## src/pkg/reset_source_pkg.sv

```systemverilog
package reset_source_pkg;

    // ----------------------------------------
    // register map
    // ----------------------------------------
    localparam logic [7:0] RESET_CAUSE_ADDR = 8'hef;
    localparam logic [7:0] WATCHDOG_CONTROL_ADDR = 8'hff;

    // reset_cause bit positions
    localparam int PIN_RESET_BIT = 0;
    localparam int POWER_ON_BIT = 1;
    localparam int CLOCK_LOSS_BIT = 2;
    localparam int WATCHDOG_RESET_BIT = 3;
    localparam int SOFT_RESET_BIT = 4;
    localparam int COMPARATOR_RESET_BIT = 5;
    localparam int CONVST_RESET_BIT = 6;

    // watchdog_control bit positions and command codes
    localparam int WDT_STATUS_BIT = 4;
    localparam int WDT_INTERVAL_LOCK_BIT = 7;
    localparam logic [7:0] WDT_CMD_RESTART = 8'ha5;
    localparam logic [7:0] WDT_CMD_DISABLE_FIRST = 8'hde;
    localparam logic [7:0] WDT_CMD_DISABLE_SECOND = 8'had;
    localparam logic [7:0] WDT_CMD_LOCK = 8'hff;
    localparam logic [2:0] WDT_INTERVAL_RESET = 3'h7;
    localparam logic [2:0] WDT_DISABLE_WINDOW = 3'h4;
    localparam int WDT_WIDTH = 21;
    localparam int WDT_EXP_BASE = 3;

    // ----------------------------------------
    // values after reset
    // ----------------------------------------
    localparam logic [7:0] RESET_CAUSE_RESET = 8'h00;
    localparam logic SUPPLY_SELECT_RESET = 1'b1;

    // ----------------------------------------
    // timing
    // ----------------------------------------
    localparam int unsigned CLK_HZ = 25_000_000;
    localparam int unsigned POR_HOLD_MS = 100;
    localparam int unsigned POR_HOLD_CYCLES = POR_HOLD_MS * (CLK_HZ / 1000);
    localparam int unsigned PIN_HOLD_CYCLES = 12;
    localparam int unsigned INT_HOLD_CYCLES = 12;

    // ----------------------------------------
    // sequencer states
    // ----------------------------------------
    typedef enum logic [1:0] {
        ST_RUN = 2'b00,
        ST_POR_HOLD = 2'b01,
        ST_PIN_HOLD = 2'b10,
        ST_INT_HOLD = 2'b11
    } seq_state_t;

endpackage : reset_source_pkg

```

## src/rtl/watchdog_timer.sv

```systemverilog
`timescale 1ns/100ps
`default_nettype none
module watchdog_timer
    import reset_source_pkg::*;
#(
    parameter int WIDTH = WDT_WIDTH
) (
    input wire logic mclk_in,
    input wire logic clear_in,
    input wire logic enable_in,
    input wire logic restart_in,
    input wire logic [2:0] interval_in,
    output logic overflow_out
);

    // ----------------------------------------
    // counter
    // ----------------------------------------
    logic [WIDTH-1:0] count_q;
    logic [WIDTH-1:0] limit;
    logic [4:0] shift;

    // timeout is 4^(3+k) clocks, i.e. 2^(6+2k)
    always_comb begin
        shift = 5'((WDT_EXP_BASE + int'(interval_in)) * 2);
        limit = WIDTH'((64'h1 << shift) - 64'h1);
    end

    always_ff @(posedge mclk_in) begin
        if (clear_in || restart_in) begin
            count_q <= '0;
        end else if (enable_in) begin
            if (count_q >= limit) begin
                count_q <= '0;
            end else begin
                count_q <= count_q + WIDTH'(1);
            end
        end
    end

    always_ff @(posedge mclk_in) begin
        if (clear_in || restart_in) begin
            overflow_out <= 1'b0;
        end else begin
            overflow_out <= enable_in && (count_q >= limit);
        end
    end

endmodule : watchdog_timer
`default_nettype wire

```

## src/rtl/reset_source_and_watchdog.sv

```systemverilog
// Operation
// - supply low drives pin, holds core reset
// - pin low resets; hold 12 cycles after
// - pin reset sets flag bit 0
// - clock loss resets, sets flag, pin free
// - bit 2 enables clock-loss detector, flag
// - bit 5 enables comparator reset, flag
// - bit 6 enables convert-start low reset
// - 21-bit watchdog overflow forces internal reset
// - after reset watchdog runs, interval 111
// - write a5 enables and restarts watchdog
// - de then ad within 4 clocks disables
// - write ff locks disable until reset
// - timeout is 4^(3+interval) clock periods
// - bit 7 zero programs interval; read back
// - watchdog_control bit 4 reads active state
// - bit 4 write one forces soft reset
// - bit 3 read-only watchdog reset flag
// - bit 1 selects supply monitor source
// - bit 1 set after power-on reset
// - bit 0 write forces power-on reset
// - supply reset holds pin low 100 ms
// - other resets clear power-on flag
`timescale 1ns/100ps
`default_nettype none
module reset_source_and_watchdog
    import reset_source_pkg::*;
#(
    parameter int unsigned POR_CYCLES = POR_HOLD_CYCLES
) (
    input wire logic mclk_in,
    input wire logic reset_in,
    input wire logic supply_low_in,
    input wire logic supply_monitor_enable_pin_in,
    input wire logic rst_pin_n_in,
    output logic rst_pin_out,
    output logic rst_pin_oe_out,
    input wire logic clock_missing_in,
    output logic clock_loss_enable_out,
    input wire logic comparator_above_in,
    input wire logic convert_start_input_n_in,
    input wire logic [7:0] sfr_addr_in,
    input wire logic [7:0] sfr_wdata_in,
    input wire logic sfr_wr_in,
    input wire logic sfr_rd_in,
    output logic [7:0] sfr_rdata_out,
    output logic sys_reset_out
);

    // ----------------------------------------
    // input synchronisers
    // ----------------------------------------
    // stage one is only ever read by stage two
    logic [5:0] sync1_q;
    logic [5:0] sync2_q;
    logic supply_low_s;
    logic supply_monitor_enable_pin_s;
    logic pin_n_s;
    logic clock_missing_s;
    logic comp_above_s;
    logic convst_n_s;

    always_ff @(posedge mclk_in) begin
        if (reset_in) begin
            sync1_q <= 6'h36;
            sync2_q <= 6'h36;
        end else begin
            sync1_q <= {convert_start_input_n_in, comparator_above_in, clock_missing_in,
                        rst_pin_n_in, supply_monitor_enable_pin_in, supply_low_in};
            sync2_q <= sync1_q;
        end
    end

    assign supply_low_s = sync2_q[0];
    assign supply_monitor_enable_pin_s = sync2_q[1];
    assign pin_n_s = sync2_q[2];
    assign clock_missing_s = sync2_q[3];
    assign comp_above_s = sync2_q[4];
    assign convst_n_s = sync2_q[5];

    // our own pin drive reads back two clocks late through the synchroniser,
    // so a low just after release is not a pin reset; limitation: a real
    // press in those two clocks is missed
    logic [1:0] drive_hist_q;
    logic pin_low;

    always_ff @(posedge mclk_in) begin
        if (reset_in) begin
            drive_hist_q <= 2'h3;
        end else begin
            drive_hist_q <= {drive_hist_q[0], rst_pin_oe_out};
        end
    end

    assign pin_low = !pin_n_s && (drive_hist_q == 2'h0);

    // ----------------------------------------
    // register writes
    // ----------------------------------------
    logic wr_cause;
    logic wr_wdt;
    logic soft_por_req;
    logic soft_reset_req;

    assign wr_cause = sfr_wr_in && (sfr_addr_in == RESET_CAUSE_ADDR);
    assign wr_wdt = sfr_wr_in && (sfr_addr_in == WATCHDOG_CONTROL_ADDR);
    assign soft_por_req = wr_cause && sfr_wdata_in[PIN_RESET_BIT];
    assign soft_reset_req = wr_cause && sfr_wdata_in[SOFT_RESET_BIT];

    // ----------------------------------------
    // reset-source enables
    // ----------------------------------------
    // reloaded by every system reset (supply select set, the rest cleared), unlike the cause flags
    logic sys_reset_q;
    logic clock_loss_en_q;
    logic comp_en_q;
    logic convst_en_q;
    logic supply_sel_q;

    always_ff @(posedge mclk_in) begin
        if (reset_in || sys_reset_q) begin
            clock_loss_en_q <= RESET_CAUSE_RESET[CLOCK_LOSS_BIT];
            comp_en_q <= RESET_CAUSE_RESET[COMPARATOR_RESET_BIT];
            convst_en_q <= RESET_CAUSE_RESET[CONVST_RESET_BIT];
            supply_sel_q <= SUPPLY_SELECT_RESET;
        end else if (wr_cause) begin
            clock_loss_en_q <= sfr_wdata_in[CLOCK_LOSS_BIT];
            comp_en_q <= sfr_wdata_in[COMPARATOR_RESET_BIT];
            convst_en_q <= sfr_wdata_in[CONVST_RESET_BIT];
            if (supply_monitor_enable_pin_s) begin
                supply_sel_q <= sfr_wdata_in[POWER_ON_BIT];
            end
        end
    end

    assign clock_loss_enable_out = clock_loss_en_q;

    // ----------------------------------------
    // watchdog control
    // ----------------------------------------
    logic wdt_en_q;
    logic wdt_lock_q;
    logic [2:0] wdt_interval_q;
    logic [2:0] wdt_window_q;
    logic wdt_restart;
    logic wdt_overflow;

    assign wdt_restart = wr_wdt && (sfr_wdata_in == WDT_CMD_RESTART);

    always_ff @(posedge mclk_in) begin
        if (reset_in || sys_reset_q) begin
            wdt_en_q <= 1'b1;
            wdt_lock_q <= 1'b0;
            wdt_interval_q <= WDT_INTERVAL_RESET;
        end else if (wr_wdt) begin
            if (sfr_wdata_in == WDT_CMD_RESTART) begin
                wdt_en_q <= 1'b1;
            end else if (sfr_wdata_in == WDT_CMD_LOCK) begin
                wdt_lock_q <= 1'b1;
            end else if (sfr_wdata_in == WDT_CMD_DISABLE_SECOND) begin
                if (wdt_window_q != 3'h0 && !wdt_lock_q) begin
                    wdt_en_q <= 1'b0;
                end
            end else if (!sfr_wdata_in[WDT_INTERVAL_LOCK_BIT]) begin
                wdt_interval_q <= sfr_wdata_in[2:0];
            end
        end
    end

    // the second code must land in one of the next four clocks
    always_ff @(posedge mclk_in) begin
        if (reset_in || sys_reset_q) begin
            wdt_window_q <= 3'h0;
        end else if (wr_wdt && sfr_wdata_in == WDT_CMD_DISABLE_FIRST) begin
            wdt_window_q <= WDT_DISABLE_WINDOW;
        end else if (wdt_window_q != 3'h0) begin
            wdt_window_q <= wdt_window_q - 3'h1;
        end
    end

    watchdog_timer #(
        .WIDTH(WDT_WIDTH)
    ) u_watchdog (
        .mclk_in(mclk_in),
        .clear_in(reset_in || sys_reset_q),
        .enable_in(wdt_en_q),
        .restart_in(wdt_restart),
        .interval_in(wdt_interval_q),
        .overflow_out(wdt_overflow)
    );

    // ----------------------------------------
    // reset sequencer
    // ----------------------------------------
    seq_state_t state_q;
    logic [31:0] count_q;
    logic supply_fail;
    logic int_cause;

    assign supply_fail = supply_low_s && supply_monitor_enable_pin_s && supply_sel_q;
    assign int_cause = soft_reset_req || wdt_overflow || (clock_missing_s && clock_loss_en_q)
                       || (comp_en_q && !comp_above_s) || (convst_en_q && !convst_n_s);

    always_ff @(posedge mclk_in) begin
        if (reset_in) begin
            state_q <= ST_POR_HOLD;
            count_q <= '0;
        end else begin
            case (state_q)
                ST_RUN: begin
                    count_q <= '0;
                    if (supply_fail || soft_por_req) begin
                        state_q <= ST_POR_HOLD;
                    end else if (pin_low) begin
                        state_q <= ST_PIN_HOLD;
                    end else if (int_cause) begin
                        state_q <= ST_INT_HOLD;
                    end
                end
                ST_POR_HOLD: begin
                    // a supply that is still low restarts the timeout
                    if (supply_low_s && supply_monitor_enable_pin_s) begin
                        count_q <= '0;
                    end else if (count_q >= POR_CYCLES - 1) begin
                        state_q <= ST_RUN;
                        count_q <= '0;
                    end else begin
                        count_q <= count_q + 32'h1;
                    end
                end
                ST_PIN_HOLD: begin
                    if (!pin_n_s) begin
                        count_q <= '0;
                    end else if (count_q >= PIN_HOLD_CYCLES - 1) begin
                        state_q <= ST_RUN;
                        count_q <= '0;
                    end else begin
                        count_q <= count_q + 32'h1;
                    end
                end
                ST_INT_HOLD: begin
                    if (count_q >= INT_HOLD_CYCLES - 1) begin
                        state_q <= ST_RUN;
                        count_q <= '0;
                    end else begin
                        count_q <= count_q + 32'h1;
                    end
                end
                default: begin
                    state_q <= ST_POR_HOLD;
                    count_q <= '0;
                end
            endcase
        end
    end

    // ----------------------------------------
    // reset outputs
    // ----------------------------------------
    logic next_sys_reset;
    logic next_pin_drive;

    always_comb begin
        next_sys_reset = 1'b1;
        next_pin_drive = 1'b0;
        case (state_q)
            ST_RUN: begin
                next_sys_reset = supply_fail || soft_por_req || pin_low || int_cause;
                next_pin_drive = supply_fail || soft_por_req;
            end
            ST_POR_HOLD: begin
                next_sys_reset = !((count_q >= POR_CYCLES - 1) && !(supply_low_s && supply_monitor_enable_pin_s));
                next_pin_drive = next_sys_reset;
            end
            ST_PIN_HOLD: begin
                next_sys_reset = !(pin_n_s && count_q >= PIN_HOLD_CYCLES - 1);
            end
            ST_INT_HOLD: begin
                // internal sources leave the pin undriven
                next_sys_reset = !(count_q >= INT_HOLD_CYCLES - 1);
            end
            default: begin
                next_sys_reset = 1'b1;
                next_pin_drive = 1'b1;
            end
        endcase
    end

    always_ff @(posedge mclk_in) begin
        if (reset_in) begin
            sys_reset_q <= 1'b1;
            rst_pin_oe_out <= 1'b1;
        end else begin
            sys_reset_q <= next_sys_reset;
            rst_pin_oe_out <= next_pin_drive;
        end
    end

    assign rst_pin_out = 1'b0;
    assign sys_reset_out = sys_reset_q;

    // ----------------------------------------
    // cause flags
    // ----------------------------------------
    // only reset_in and a reset entry from ST_RUN touch these, so a recorded cause
    // is already valid when the core restarts
    logic [7:0] cause_q;

    always_ff @(posedge mclk_in) begin
        if (reset_in) begin
            cause_q <= 8'h00;
            cause_q[POWER_ON_BIT] <= 1'b1;
        end else if (state_q == ST_RUN) begin
            if (supply_fail || soft_por_req) begin
                cause_q <= 8'h00;
                cause_q[POWER_ON_BIT] <= 1'b1;
            end else if (pin_low) begin
                cause_q <= 8'h00;
                cause_q[PIN_RESET_BIT] <= 1'b1;
            end else if (int_cause) begin
                cause_q <= 8'h00;
                cause_q[SOFT_RESET_BIT] <= soft_reset_req;
                cause_q[WATCHDOG_RESET_BIT] <= wdt_overflow;
                cause_q[CLOCK_LOSS_BIT] <= clock_missing_s && clock_loss_en_q;
                cause_q[COMPARATOR_RESET_BIT] <= comp_en_q && !comp_above_s;
                cause_q[CONVST_RESET_BIT] <= convst_en_q && !convst_n_s;
            end
        end
    end

    // ----------------------------------------
    // register reads
    // ----------------------------------------
    always_ff @(posedge mclk_in) begin
        if (reset_in) begin
            sfr_rdata_out <= 8'h00;
        end else if (sfr_rd_in) begin
            if (sfr_addr_in == RESET_CAUSE_ADDR) begin
                sfr_rdata_out <= cause_q;
            end else if (sfr_addr_in == WATCHDOG_CONTROL_ADDR) begin
                sfr_rdata_out <= {3'h0, wdt_en_q, 1'b0, wdt_interval_q};
            end else begin
                sfr_rdata_out <= 8'h00;
            end
        end
    end

endmodule : reset_source_and_watchdog
`default_nettype wire

```

## config.mk

```make
export PLATFORM = sky130hd
export DESIGN_NAME = reset_source_and_watchdog
export DESIGN_NICKNAME = d
export VERILOG_FILES = /design/src/pkg/reset_source_pkg.sv /design/src/rtl/watchdog_timer.sv /design/src/rtl/reset_source_and_watchdog.sv
export SDC_FILE = /design/constraint.sdc
export NUM_CORES = 1
export LEC_CHECK = 0
export ABC_AREA = 1
export ABC_CLOCK_PERIOD_IN_PS = 3900
export BUFFER_PORTS_ARGS = -buffer_cell sky130_fd_sc_hd__buf_2
export CAP_MARGIN = 20
export CELL_PAD_IN_SITES_DETAIL_PLACEMENT = 1
export CELL_PAD_IN_SITES_GLOBAL_PLACEMENT = 2
export CORE_ASPECT_RATIO = 0.8
export CORE_UTILIZATION = 36
export CTS_CLUSTER_DIAMETER = 200
export DETAILED_ROUTE_END_ITERATION = 16
export GPL_TIMING_DRIVEN = 0
export PLACE_DENSITY_LB_ADDON = 0.25
export SLEW_MARGIN = 20
export SYNTH_ARGS = -nofsm -noshare
export SYNTH_HDL_FRONTEND = slang
export SYNTH_SLANG_ARGS = --single-unit
```

## constraint.sdc

```tcl
create_clock -name mclk_in -period 3.9 [get_ports mclk_in]
set_clock_uncertainty 0.1 [all_clocks]
set_input_delay 0.78 -clock mclk_in [delete_from_list [all_inputs] [get_ports mclk_in]]
set_output_delay 0.78 -clock mclk_in [all_outputs]
set_load 0.05 [all_outputs]
```

Yosys cells after proc, flatten, opt, wreduce, memory -nomap -nowiden
Cells that the tools add are included.

Order comparisons: 3. Shift-type cells: 1. Bitwise gates (word level): 4. Add/sub/neg operators: 5. Reduce and logical (&&, ||, !) cells: 47. Equality and inequality tests: 14. Muxes and demuxes: 27.

Operators by type and width (number): $mux 32 (4); $pmux 32 s4 (1); $eq 8x8->1 const B (6); $add 32x1->32 const B (1); $ge 32x22->1 const B (1); $ge 32x4->1 const B (1); $mux 8 (4); $add 21x1->21 const B (1); $ge 21x21->1 (1); $mux 21 (1); $shl 1x5->21 const A (1); $sub 21x1->21 const B (1); $logic_and 1x1->1 (16); $mux 2 (7); $logic_or 1x1->1 (9); $logic_not 1->1 (8); $ne 2x2->1 const B (4); $pmux 2 s4 (1); $reduce_and 4->1 (2); $mux 3 (2); $reduce_bool 2->1 (3); $reduce_bool 3->1 (2); $mux 5 (1); $reduce_and 5->1 (1); 13 further kinds (22).

Bits of input ports: 26. Register bits: 100.

Logic depth before layout (Yosys ltp)
Gate-level depths: netlist of the first run.

Depth after elaboration: 11. Mapped depth: 16. Depth with buffers taken out: 14.

Hierarchy
Synthesis of the first run repeated with hierarchy kept, for this count alone.

Cells, all modules: 732. Area, all modules: 5230.0 um^2.

By module, submodules not included: reset_source_and_watchdog (area an instance 3419.5 um^2, times used 1, cells each 454); watchdog_timer (area an instance 1810.5 um^2, times used 1, cells each 278).

Least setup slack after synthesis of the first run
No wires, ideal clock.

Path type: register to register. Start point: register wdt_interval_q[2]. End point: register u_watchdog.count_q[12]. Arrival: 1.990 ns. Stages on the path, launching flop included: 16. Slack: 1.693 ns. Path buffers: 2. Library setup time: 0.117 ns. Data required time: 3.683 ns. Path through: dfxtp_1 > clkbuf_1 > inv_1 > nor2_1 > nand2_1 > ha_1 > nand2_1 > nor2_1 > nand2_1 > nor2_1 > nand2_1 > nand4_1 > nand2_1 > nand2_1 > buf_2 > nor2_1.

Cells in the longest elaborated chain, start to end: 5.

Ends and longest elaborated chain: from (decl) (line reset_source_and_watchdog.sv:143) `logic [2:0] wdt_interval_q;`; from (signal assigned) (line reset_source_and_watchdog.sv:165) `wdt_interval_q <= sfr_wdata_in[2:0];`; $add 2x3->4 (line watchdog_timer.sv:25) `shift = 5'((WDT_EXP_BASE + int'(interval_in)) * 2);`; $shl 1x5->21 (line watchdog_timer.sv:26) `limit = WIDTH'((64'h1 << shift) - 64'h1);`; $sub 21x1->21 (line watchdog_timer.sv:26); $ge 21x21->1 (line watchdog_timer.sv:33) `if (count_q >= limit) begin`; $mux 21 (line watchdog_timer.sv:33); to (signal assigned) (line watchdog_timer.sv:36) `count_q <= count_q + WIDTH'(1);`; to (decl) (line watchdog_timer.sv:19) `logic [WIDTH-1:0] count_q;`.

No other way between the ends. A chain may end at the register's enable or synchronous reset.

Worst setup path in the final report of the first run
Start point: register wdt_interval_q[2]. End point: register u_watchdog.count_q[13].

Same word-level chain as after synthesis.

==> results.py, run 1 <==
metrics = {
    "setup_path": {
        "worst-r2r-cell-count": 15,
        "timing.critical_path.required_ns": 4.04,
        "worst-endpoint-arrival_ns": 3.04,
        "r2r-end": "u_watchdog.count_q[13]",
        "critical_path_class": "flop to flop",
        "crit_path_start_kind": "flop",
        "path_max_fanout": 10,
        "cp-end-kind": "flop",
        "r2r_setup_slack_ns": 1.0,
        "worstReg2RegStart": "wdt_interval_q[2]",
    },
    "clock_network": {
        "cts.hold.buffers_added": 0,
        "cts_root_buf": "clkbuf_16",
        "cts-htree-levels": 3,
        "cts_tree": "built",
        "insertion_delay_to_the_later_sink_of_the_worst_skew_pair_ns": 0.35,
        "post_cts.repair.setup_buffers": 0,
        "cts_inserted_buffers": 9,
        "clock_tree.buffer_depth": 2,
        "clock_sinks": 98,
        "post_cts.resized_instances": 0,
        "path_clk_slew_ns": 0.08,
    },
    "yosys": {
        "yosys.cell_types.count": 40,
        "synth.yosys.seq_area_share": 0.397,
        "post_synth_inst_count": 673,
        "syn_area_mm2": 0.00494,
        "async_reset_ff_frac": 0,
        "synth.ff_latch_count": 98,
        "post_synth.cell_area_avg_um2": 7.34,
        "synth_top_flop_cell": "dfxtp_1",
        "synth-edff-count": 0,
        "synth-warning-count": 0,
    },
    "outcome": {
        "run_status": "finished clean",
    },
    "global_route": {
        "groute.usage.overall": 0.195,
        "grt_antenna_before_repair": 0,
        "first_pass_grt_wire_length_um": 21700,
        "globalRouteOverflowTotal": 0,
        "first_global_vias": 4463,
        "grt_start_max_net_pins": 20,
    },
    "die": {
        "fp-row-count": 37,
        "top_level_ports": 38,
        "die_width_um": 133,
        "total_die_area_mm2": 0.0142,
        "initial_core_utilization": 0.377,
        "die_y_um": 107,
        "core_area_mm2": 0.0131,
    },
    "sta": {
        "report.final.setup_viol": 0,
        "finalCritPeriodShare": 0.744,
        "hold_viol": 0,
        "top_achievable_clock_speed_mhz": 345,
        "setup_tns_ns": 0,
        "setup_repair_after_global_routing_missed_its_margin": "no",
        "timing.final.crit_period_ns": 2.90,
        "maxSlewViolCount": 0,
        "worst_slew_margin_rel": 0.653,
        "transition_time_at_the_pin_with_the_least_slew_margin_ns": 0.516,
        "post_route_hold_slack_ns": 0.313,
    },
    "placed_design": {
        "place_hpwl_um": 10300,
        "portBuffers": 34,
        "gp_routability_congestion": 0.845,
    },
    "hold_path": {
        "min_path_cells": 1,
        "holdCritPathClass": "flop to flop",
        "hold_path_end": "sync2_q[2]",
        "min_from": "sync1_q[2]",
    },
    "route": {
        "routed_wire_length_per_instance_um": 14.1,
        "drc": 0,
        "drtAntennaViolNets": 0,
        "drt_iter0_drc": 150,
        "detail_route.vias_per_cell": 4.83,
        "postRouteWirelength_um": 12900,
        "drt_first_pass_iters": 4,
        "route.vias.total": 4412,
    },
    "power_and_ir_drop": {
        "leakagePower_nw": 2.49,
        "maximum_vdd_drop_mv": 0.322,
        "power.density_mw_per_mm2": 363,
    },
    "finish": {
        "final_layout_size_suffix_gt1_frac": 0.133,
        "num_antenna_cells": 0,
        "flow.area_growth_from_synthesis_pct": 15.0,
        "final_nets": 785,
    },
    "job": {
        "drv_cap": 0,
    },
}
-- metrics by stage --
stage / power, mW / worst slack (ns) / util / cells / cell area, um^2
after global routing: 2.15 / 0.732 / 0.433 / 913 / 5680
after CTS: 2.09 / 1.02 / 0.433 / 913 / 5680
after global placement: 1.20 / 1.06 / 0.411 / 897 / 5380
after floorplan: 1.15 / 1.69 / - / 688 / 4990
after detailed placement: 1.20 / 1.05 / 0.411 / 897 / 5380
final: 2.06 / 1.00 / 0.433 / 913 / 5680
-- layout make-up --
type	instances	area, um^2
Fill cell	1679	7420
Tap cell	175	219
Clock buffer	9	225
Inverter	86	323
Sequential cell	98	1960
Timing Repair Buffer	34	170
Buffer	15	87.6
Multi-Input combinational cell	489	2620
Clock inverter	7	70.1
-- critical path, stage by stage (launching register included) --
cell      delay (ns)
dfxtp_1         0.32
clkbuf_1        0.36
inv_1           0.27
nor2_1          0.26
nand2_1         0.08
ha_1            0.31
nand2_1         0.07
nor2_1          0.14
nand2_1         0.10
nor2_1          0.11
nand2_1         0.06
nand4_1         0.13
nand2_1         0.09
nand2_1         0.10
buf_2           0.23
nor2_1          0.06
-- cells by family after synthesis --
logic type	synth area share
buffers and inverters	0.0831
adders and majority gates	0.0659
AOI/OAI and AO/OA	0.0798
and+or+nand+nor	0.324
muxes	0.00203
xor gates and xnor gates	0.0461
other	0.00152
DFF	0.397
-- per-layer routing --
metal	track usage	vias to the layer above	part of all wire
met5	0	-	0
met2	0.306	74	0.43
met4	0.0747	0	0.022
met3	0.0430	19	0.038
met1	0.260	2049	0.51
li1	-	2270	-
-- layout by cell type, fill, tap and decap left out, types with 3 or more instances in the layout --
| master | instances |
|---|---|
| o221ai_1 | 4 |
| dfxtp_1 | 98 |
| nand2_1 | 114 |
| xnor2_1 | 10 |
| o211ai_1 | 4 |
| inv_1 | 83 |
| o21bai_1 | 3 |
| buf_4 | 3 |
| nor2_1 | 120 |
| ha_1 | 26 |
| inv_6 | 3 |
| xor2_1 | 16 |
| clkbuf_16 | 9 |
| nand4_1 | 23 |
| or2_2 | 13 |
| clkbuf_1 | 6 |
| nand3_1 | 38 |
| buf_2 | 38 |
| nor3_1 | 12 |
| nand2_2 | 5 |
| nor3_2 | 6 |
| conb_1 | 17 |
| a21oi_1 | 31 |
| o21ai_0 | 23 |
| nor2_2 | 7 |
-- how the worst max path moves through the flow --
stage / end / slack (ns) / cells past startpoint / startpoint
6_report: u_watchdog.count_q[13] / 1.0 / 15 / wdt_interval_q[2]
3_3_place_gp: u_watchdog.count_q[11] / 1.06 / 15 / wdt_interval_q[2]
2_1_floorplan: u_watchdog.count_q[12] / 1.69 / 15 / wdt_interval_q[2]
3_5_place_dp: u_watchdog.count_q[13] / 1.05 / 15 / wdt_interval_q[2]
5_1_grt: u_watchdog.count_q[10] / 0.73 / 15 / wdt_interval_q[2]
4_1_cts: u_watchdog.count_q[13] / 1.02 / 15 / wdt_interval_q[2]
-- flip-flops by register name (all words and copies together) (netlist names) --
name                     cells
comp_en_q                    1
wdt_en_q                     1
u_watchdog.overflow_out      1
sys_reset_out                1
sfr_rdata_out                7
count_q                     32
drive_hist_q                 2
state_q                      2
supply_sel_q                 1
wdt_interval_q               3
sync1_q                      6
u_watchdog.count_q          21
cause_q                      7
sync2_q                      6
clock_loss_enable_out        1
wdt_window_q                 3
wdt_lock_q                   1
convst_en_q                  1
rst_pin_oe_out               1
-- Yosys cell counts (2+ instances only) --
cell	instances	area share
o21bai_1	3	0.0046
nor4_1	2	0.0025
xnor2_1	10	0.018
nand2_2	5	0.0063
nor2_2	7	0.0089
nor2_1	120	0.091
a21oi_1	31	0.031
nor3_2	6	0.012
inv_2	2	0.0015
dfxtp_1	98	0.40
buf_6	2	0.0046
nand2_1	114	0.087
ha_1	26	0.066
nand3_1	38	0.039
inv_1	83	0.063
o211ai_1	4	0.0061
clkbuf_1	6	0.0046
or2_2	13	0.016
buf_2	4	0.0041
nand4_1	23	0.029
o221ai_1	4	0.0071
nor3_1	12	0.012
buf_4	3	0.0046
nor2_4	2	0.0046
o21ai_0	23	0.023
o22ai_1	2	0.0025
conb_1	2	0.0015
xor2_1	16	0.028
-- report_power, final --
part           switching (mW)  total (mW)  internal [mW]
sequential             0.0113        1.03           1.02
combinational          0.0975       0.145         0.0476
clock                   0.433       0.884          0.451
Power figures use the tool's default switching activity.
==> inputs of run 2 (changes only) <==
- ABC_CLOCK_PERIOD_IN_PS: 3900 -> 3000
- CORE_UTILIZATION: 36 -> 35
- clock period: 3.9 -> 3 ns (I/O delays scaled with it)
==> results.py, run 2 (same netlist as run 1, synthesis figures left out) <==
metrics = {
    "outcome": {
        "run_status": "finished clean",
    },
    "finish": {
        "final_cell_mix": "120 x nor2_1, 114 x nand2_1, 98 x dfxtp_1",
        "nFillCells": 1706,
        "num_antenna_cells": 0,
        "largest_reg_flops": 32,
        "registers.top_by_ff_count": "count_q",
        "final_layout_size_suffix_gt1_frac": 0.133,
        "top_regs": "count_q (32), u_watchdog.count_q (21)",
        "flow.area_growth_from_synthesis_pct": 15.0,
        "mostFrequentLayoutCell": "nor2_1",
        "final_cell_count_no_fill": 917,
        "final_nets": 784,
    },
    "global_route": {
        "first_pass_grt_wire_length_um": 21000,
        "first_global_vias": 4331,
        "grtUsageMet2": 0.288,
        "groute.layer.met1.usage": 0.255,
        "grt_antenna_before_repair": 0,
        "groute.layer.met3.usage": 0.0506,
        "global_route.peak_usage_layer": "met2",
        "globalRouteOverflowTotal": 0,
        "grt_start_max_net_pins": 20,
        "groute.usage.overall": 0.186,
    },
    "route": {
        "drt_iter0_drc": 128,
        "drt_first_pass_iters": 4,
        "postRouteWirelength_um": 12400,
        "drtAntennaViolNets": 0,
        "routed_wire_length_per_instance_um": 13.5,
        "route.vias.total": 4337,
        "detail_route.vias_per_cell": 4.73,
        "drc": 0,
    },
    "setup_path": {
        "path_max_fanout": 10,
        "cpMaxStageDelayCell": "dfxtp_1",
        "cp-end-kind": "flop",
        "crit_path_max_incr_delay_ns": 0.48,
        "worst-r2r-cell-count": 14,
        "crit_path_cell_trace": "inv_1, nor2_1, nand2_1, ha_1, nand2_1, nor2_1, nand2_1, nor2_1, nand2_1, nand4_1, nand2_1, nand2_1, buf_2, nor2_1",
        "worst-endpoint-arrival_ns": 2.83,
        "timing.critical_path.required_ns": 3.15,
        "crit_path_start_kind": "flop",
        "r2r_setup_slack_ns": 0.33,
        "cell_repeated_most_along_the_worst_path": "nand2_1",
        "critical_path_class": "flop to flop",
    },
    "sta": {
        "setup_tns_ns": 0,
        "layout_setup_ws_ns": 0.325,
        "setup_repair_after_global_routing_missed_its_margin": "no",
        "maxSlewViolCount": 0,
        "timing.final.crit_period_ns": 2.67,
        "hold_viol": 0,
        "top_achievable_clock_speed_mhz": 374,
        "report.final.setup_viol": 0,
        "finalCritPeriodShare": 0.892,
        "post_route_hold_slack_ns": 0.312,
    },
    "hold_path": {
        "min_path_cells": 1,
        "holdCritPathClass": "flop to flop",
    },
    "die": {
        "fp-row-count": 38,
        "die_y_um": 108,
        "core_area_mm2": 0.0136,
        "initial_core_utilization": 0.362,
        "total_die_area_mm2": 0.0146,
        "die_width_um": 135,
        "top_level_ports": 38,
    },
    "power_and_ir_drop": {
        "switching_share": 0.263,
        "power.share.combinational": 0.070,
        "power.density_mw_per_mm2": 473,
        "seq_power_share": 0.501,
        "p_sw_uw": 707,
        "maximum_vdd_drop_mv": 0.438,
        "leakagePower_nw": 2.49,
        "cellInternalPower_mw": 1.98,
        "share_clk_of_total_power": 0.430,
    },
    "clock_network": {
        "post_cts.repair.setup_buffers": 0,
        "clock_sinks": 98,
        "insertion_delay_to_the_later_sink_of_the_worst_skew_pair_ns": 0.36,
        "cts_inserted_buffers": 9,
        "cts_tree": "built",
        "cts-htree-levels": 3,
        "clock_tree.buffer_depth": 2,
        "cts_root_buf": "clkbuf_16",
        "path_clk_slew_ns": 0.07,
        "cts.hold.buffers_added": 0,
    },
    "placed_design": {
        "place_hpwl_um": 9970,
        "place_ws_ns": 0.174,
        "gp_routability_congestion": 0.820,
        "portBuffers": 34,
        "place_inst": 902,
    },
    "job": {
        "drv_cap": 0,
    },
}
[run 2: cell count changes in the layout (fill, tap and decap cells not counted)]
cell	before	now
clkbuf_1	6	5
clkinv_8	1	0
inv_6	3	2
inv_8	1	3
[run 2: worst paths after layout]
path / from / endpoint
worst max register to register: wdt_interval_q[2] / u_watchdog.count_q[11]
worst min-delay path: sync1_q[1] / sync2_q[1]
worst min register to register: sync1_q[1] / sync2_q[1]
worst max-delay path: wdt_interval_q[2] / u_watchdog.count_q[11]
[run 2: final cells by class]
cell class	instances	area (um^2)	area share
clock buffer	9	225	0.0397
multi-input combinational	489	2620	0.462
timing repair buffer	34	170	0.0300
buffer	14	83.8	0.0148
sequential	98	1960	0.346
tap	180	225	0.0397
clock inverter	7	67.6	0.0119
inverter	86	323	0.0569
[run 2: power by group through the flow]
stage / Sequential [mW] / Combinational (mW) / Clock, mW
2_1_floorplan: 1.39 / 0.105 / 0
3_3_place_gp: 1.37 / 0.182 / 0
3_5_place_dp: 1.38 / 0.186 / 0
4_1_cts: 1.35 / 0.187 / 1.20
5_1_grt: 1.35 / 0.211 / 1.26
6_report: 1.34 / 0.187 / 1.15
[run 2: metrics by stage]
stage          power, mW   util  area, um^2
2_1_floorplan       1.50      -        4990
3_3_place_gp        1.56  0.395        5390
3_5_place_dp        1.56  0.395        5390
4_1_cts             2.73  0.416        5680
5_1_grt             2.82  0.416        5680
6_report            2.69  0.416        5680
[run 2: layer usage]
metal  up-vias  part of all wire
li1       2266                 -
met4         0            0.0098
met5         -                 0
met3        10             0.032
met1      2007              0.53
met2        54              0.43
[run 2: worst max-delay path: cells and delay by family (launching register included)]
kind	cells	cell delay, ns
buffers and inverters	2	0.45
AND/OR/NAND/NOR	11	1.20
flip-flops	1	0.48
adder cells (fa/ha/maj)	1	0.31
[run 2: what timing repair did]
action                                 CTS  global route
endpoints found under the hold margin    0             0
resized for setup                        0             0
setup endpoints to repair                0            20
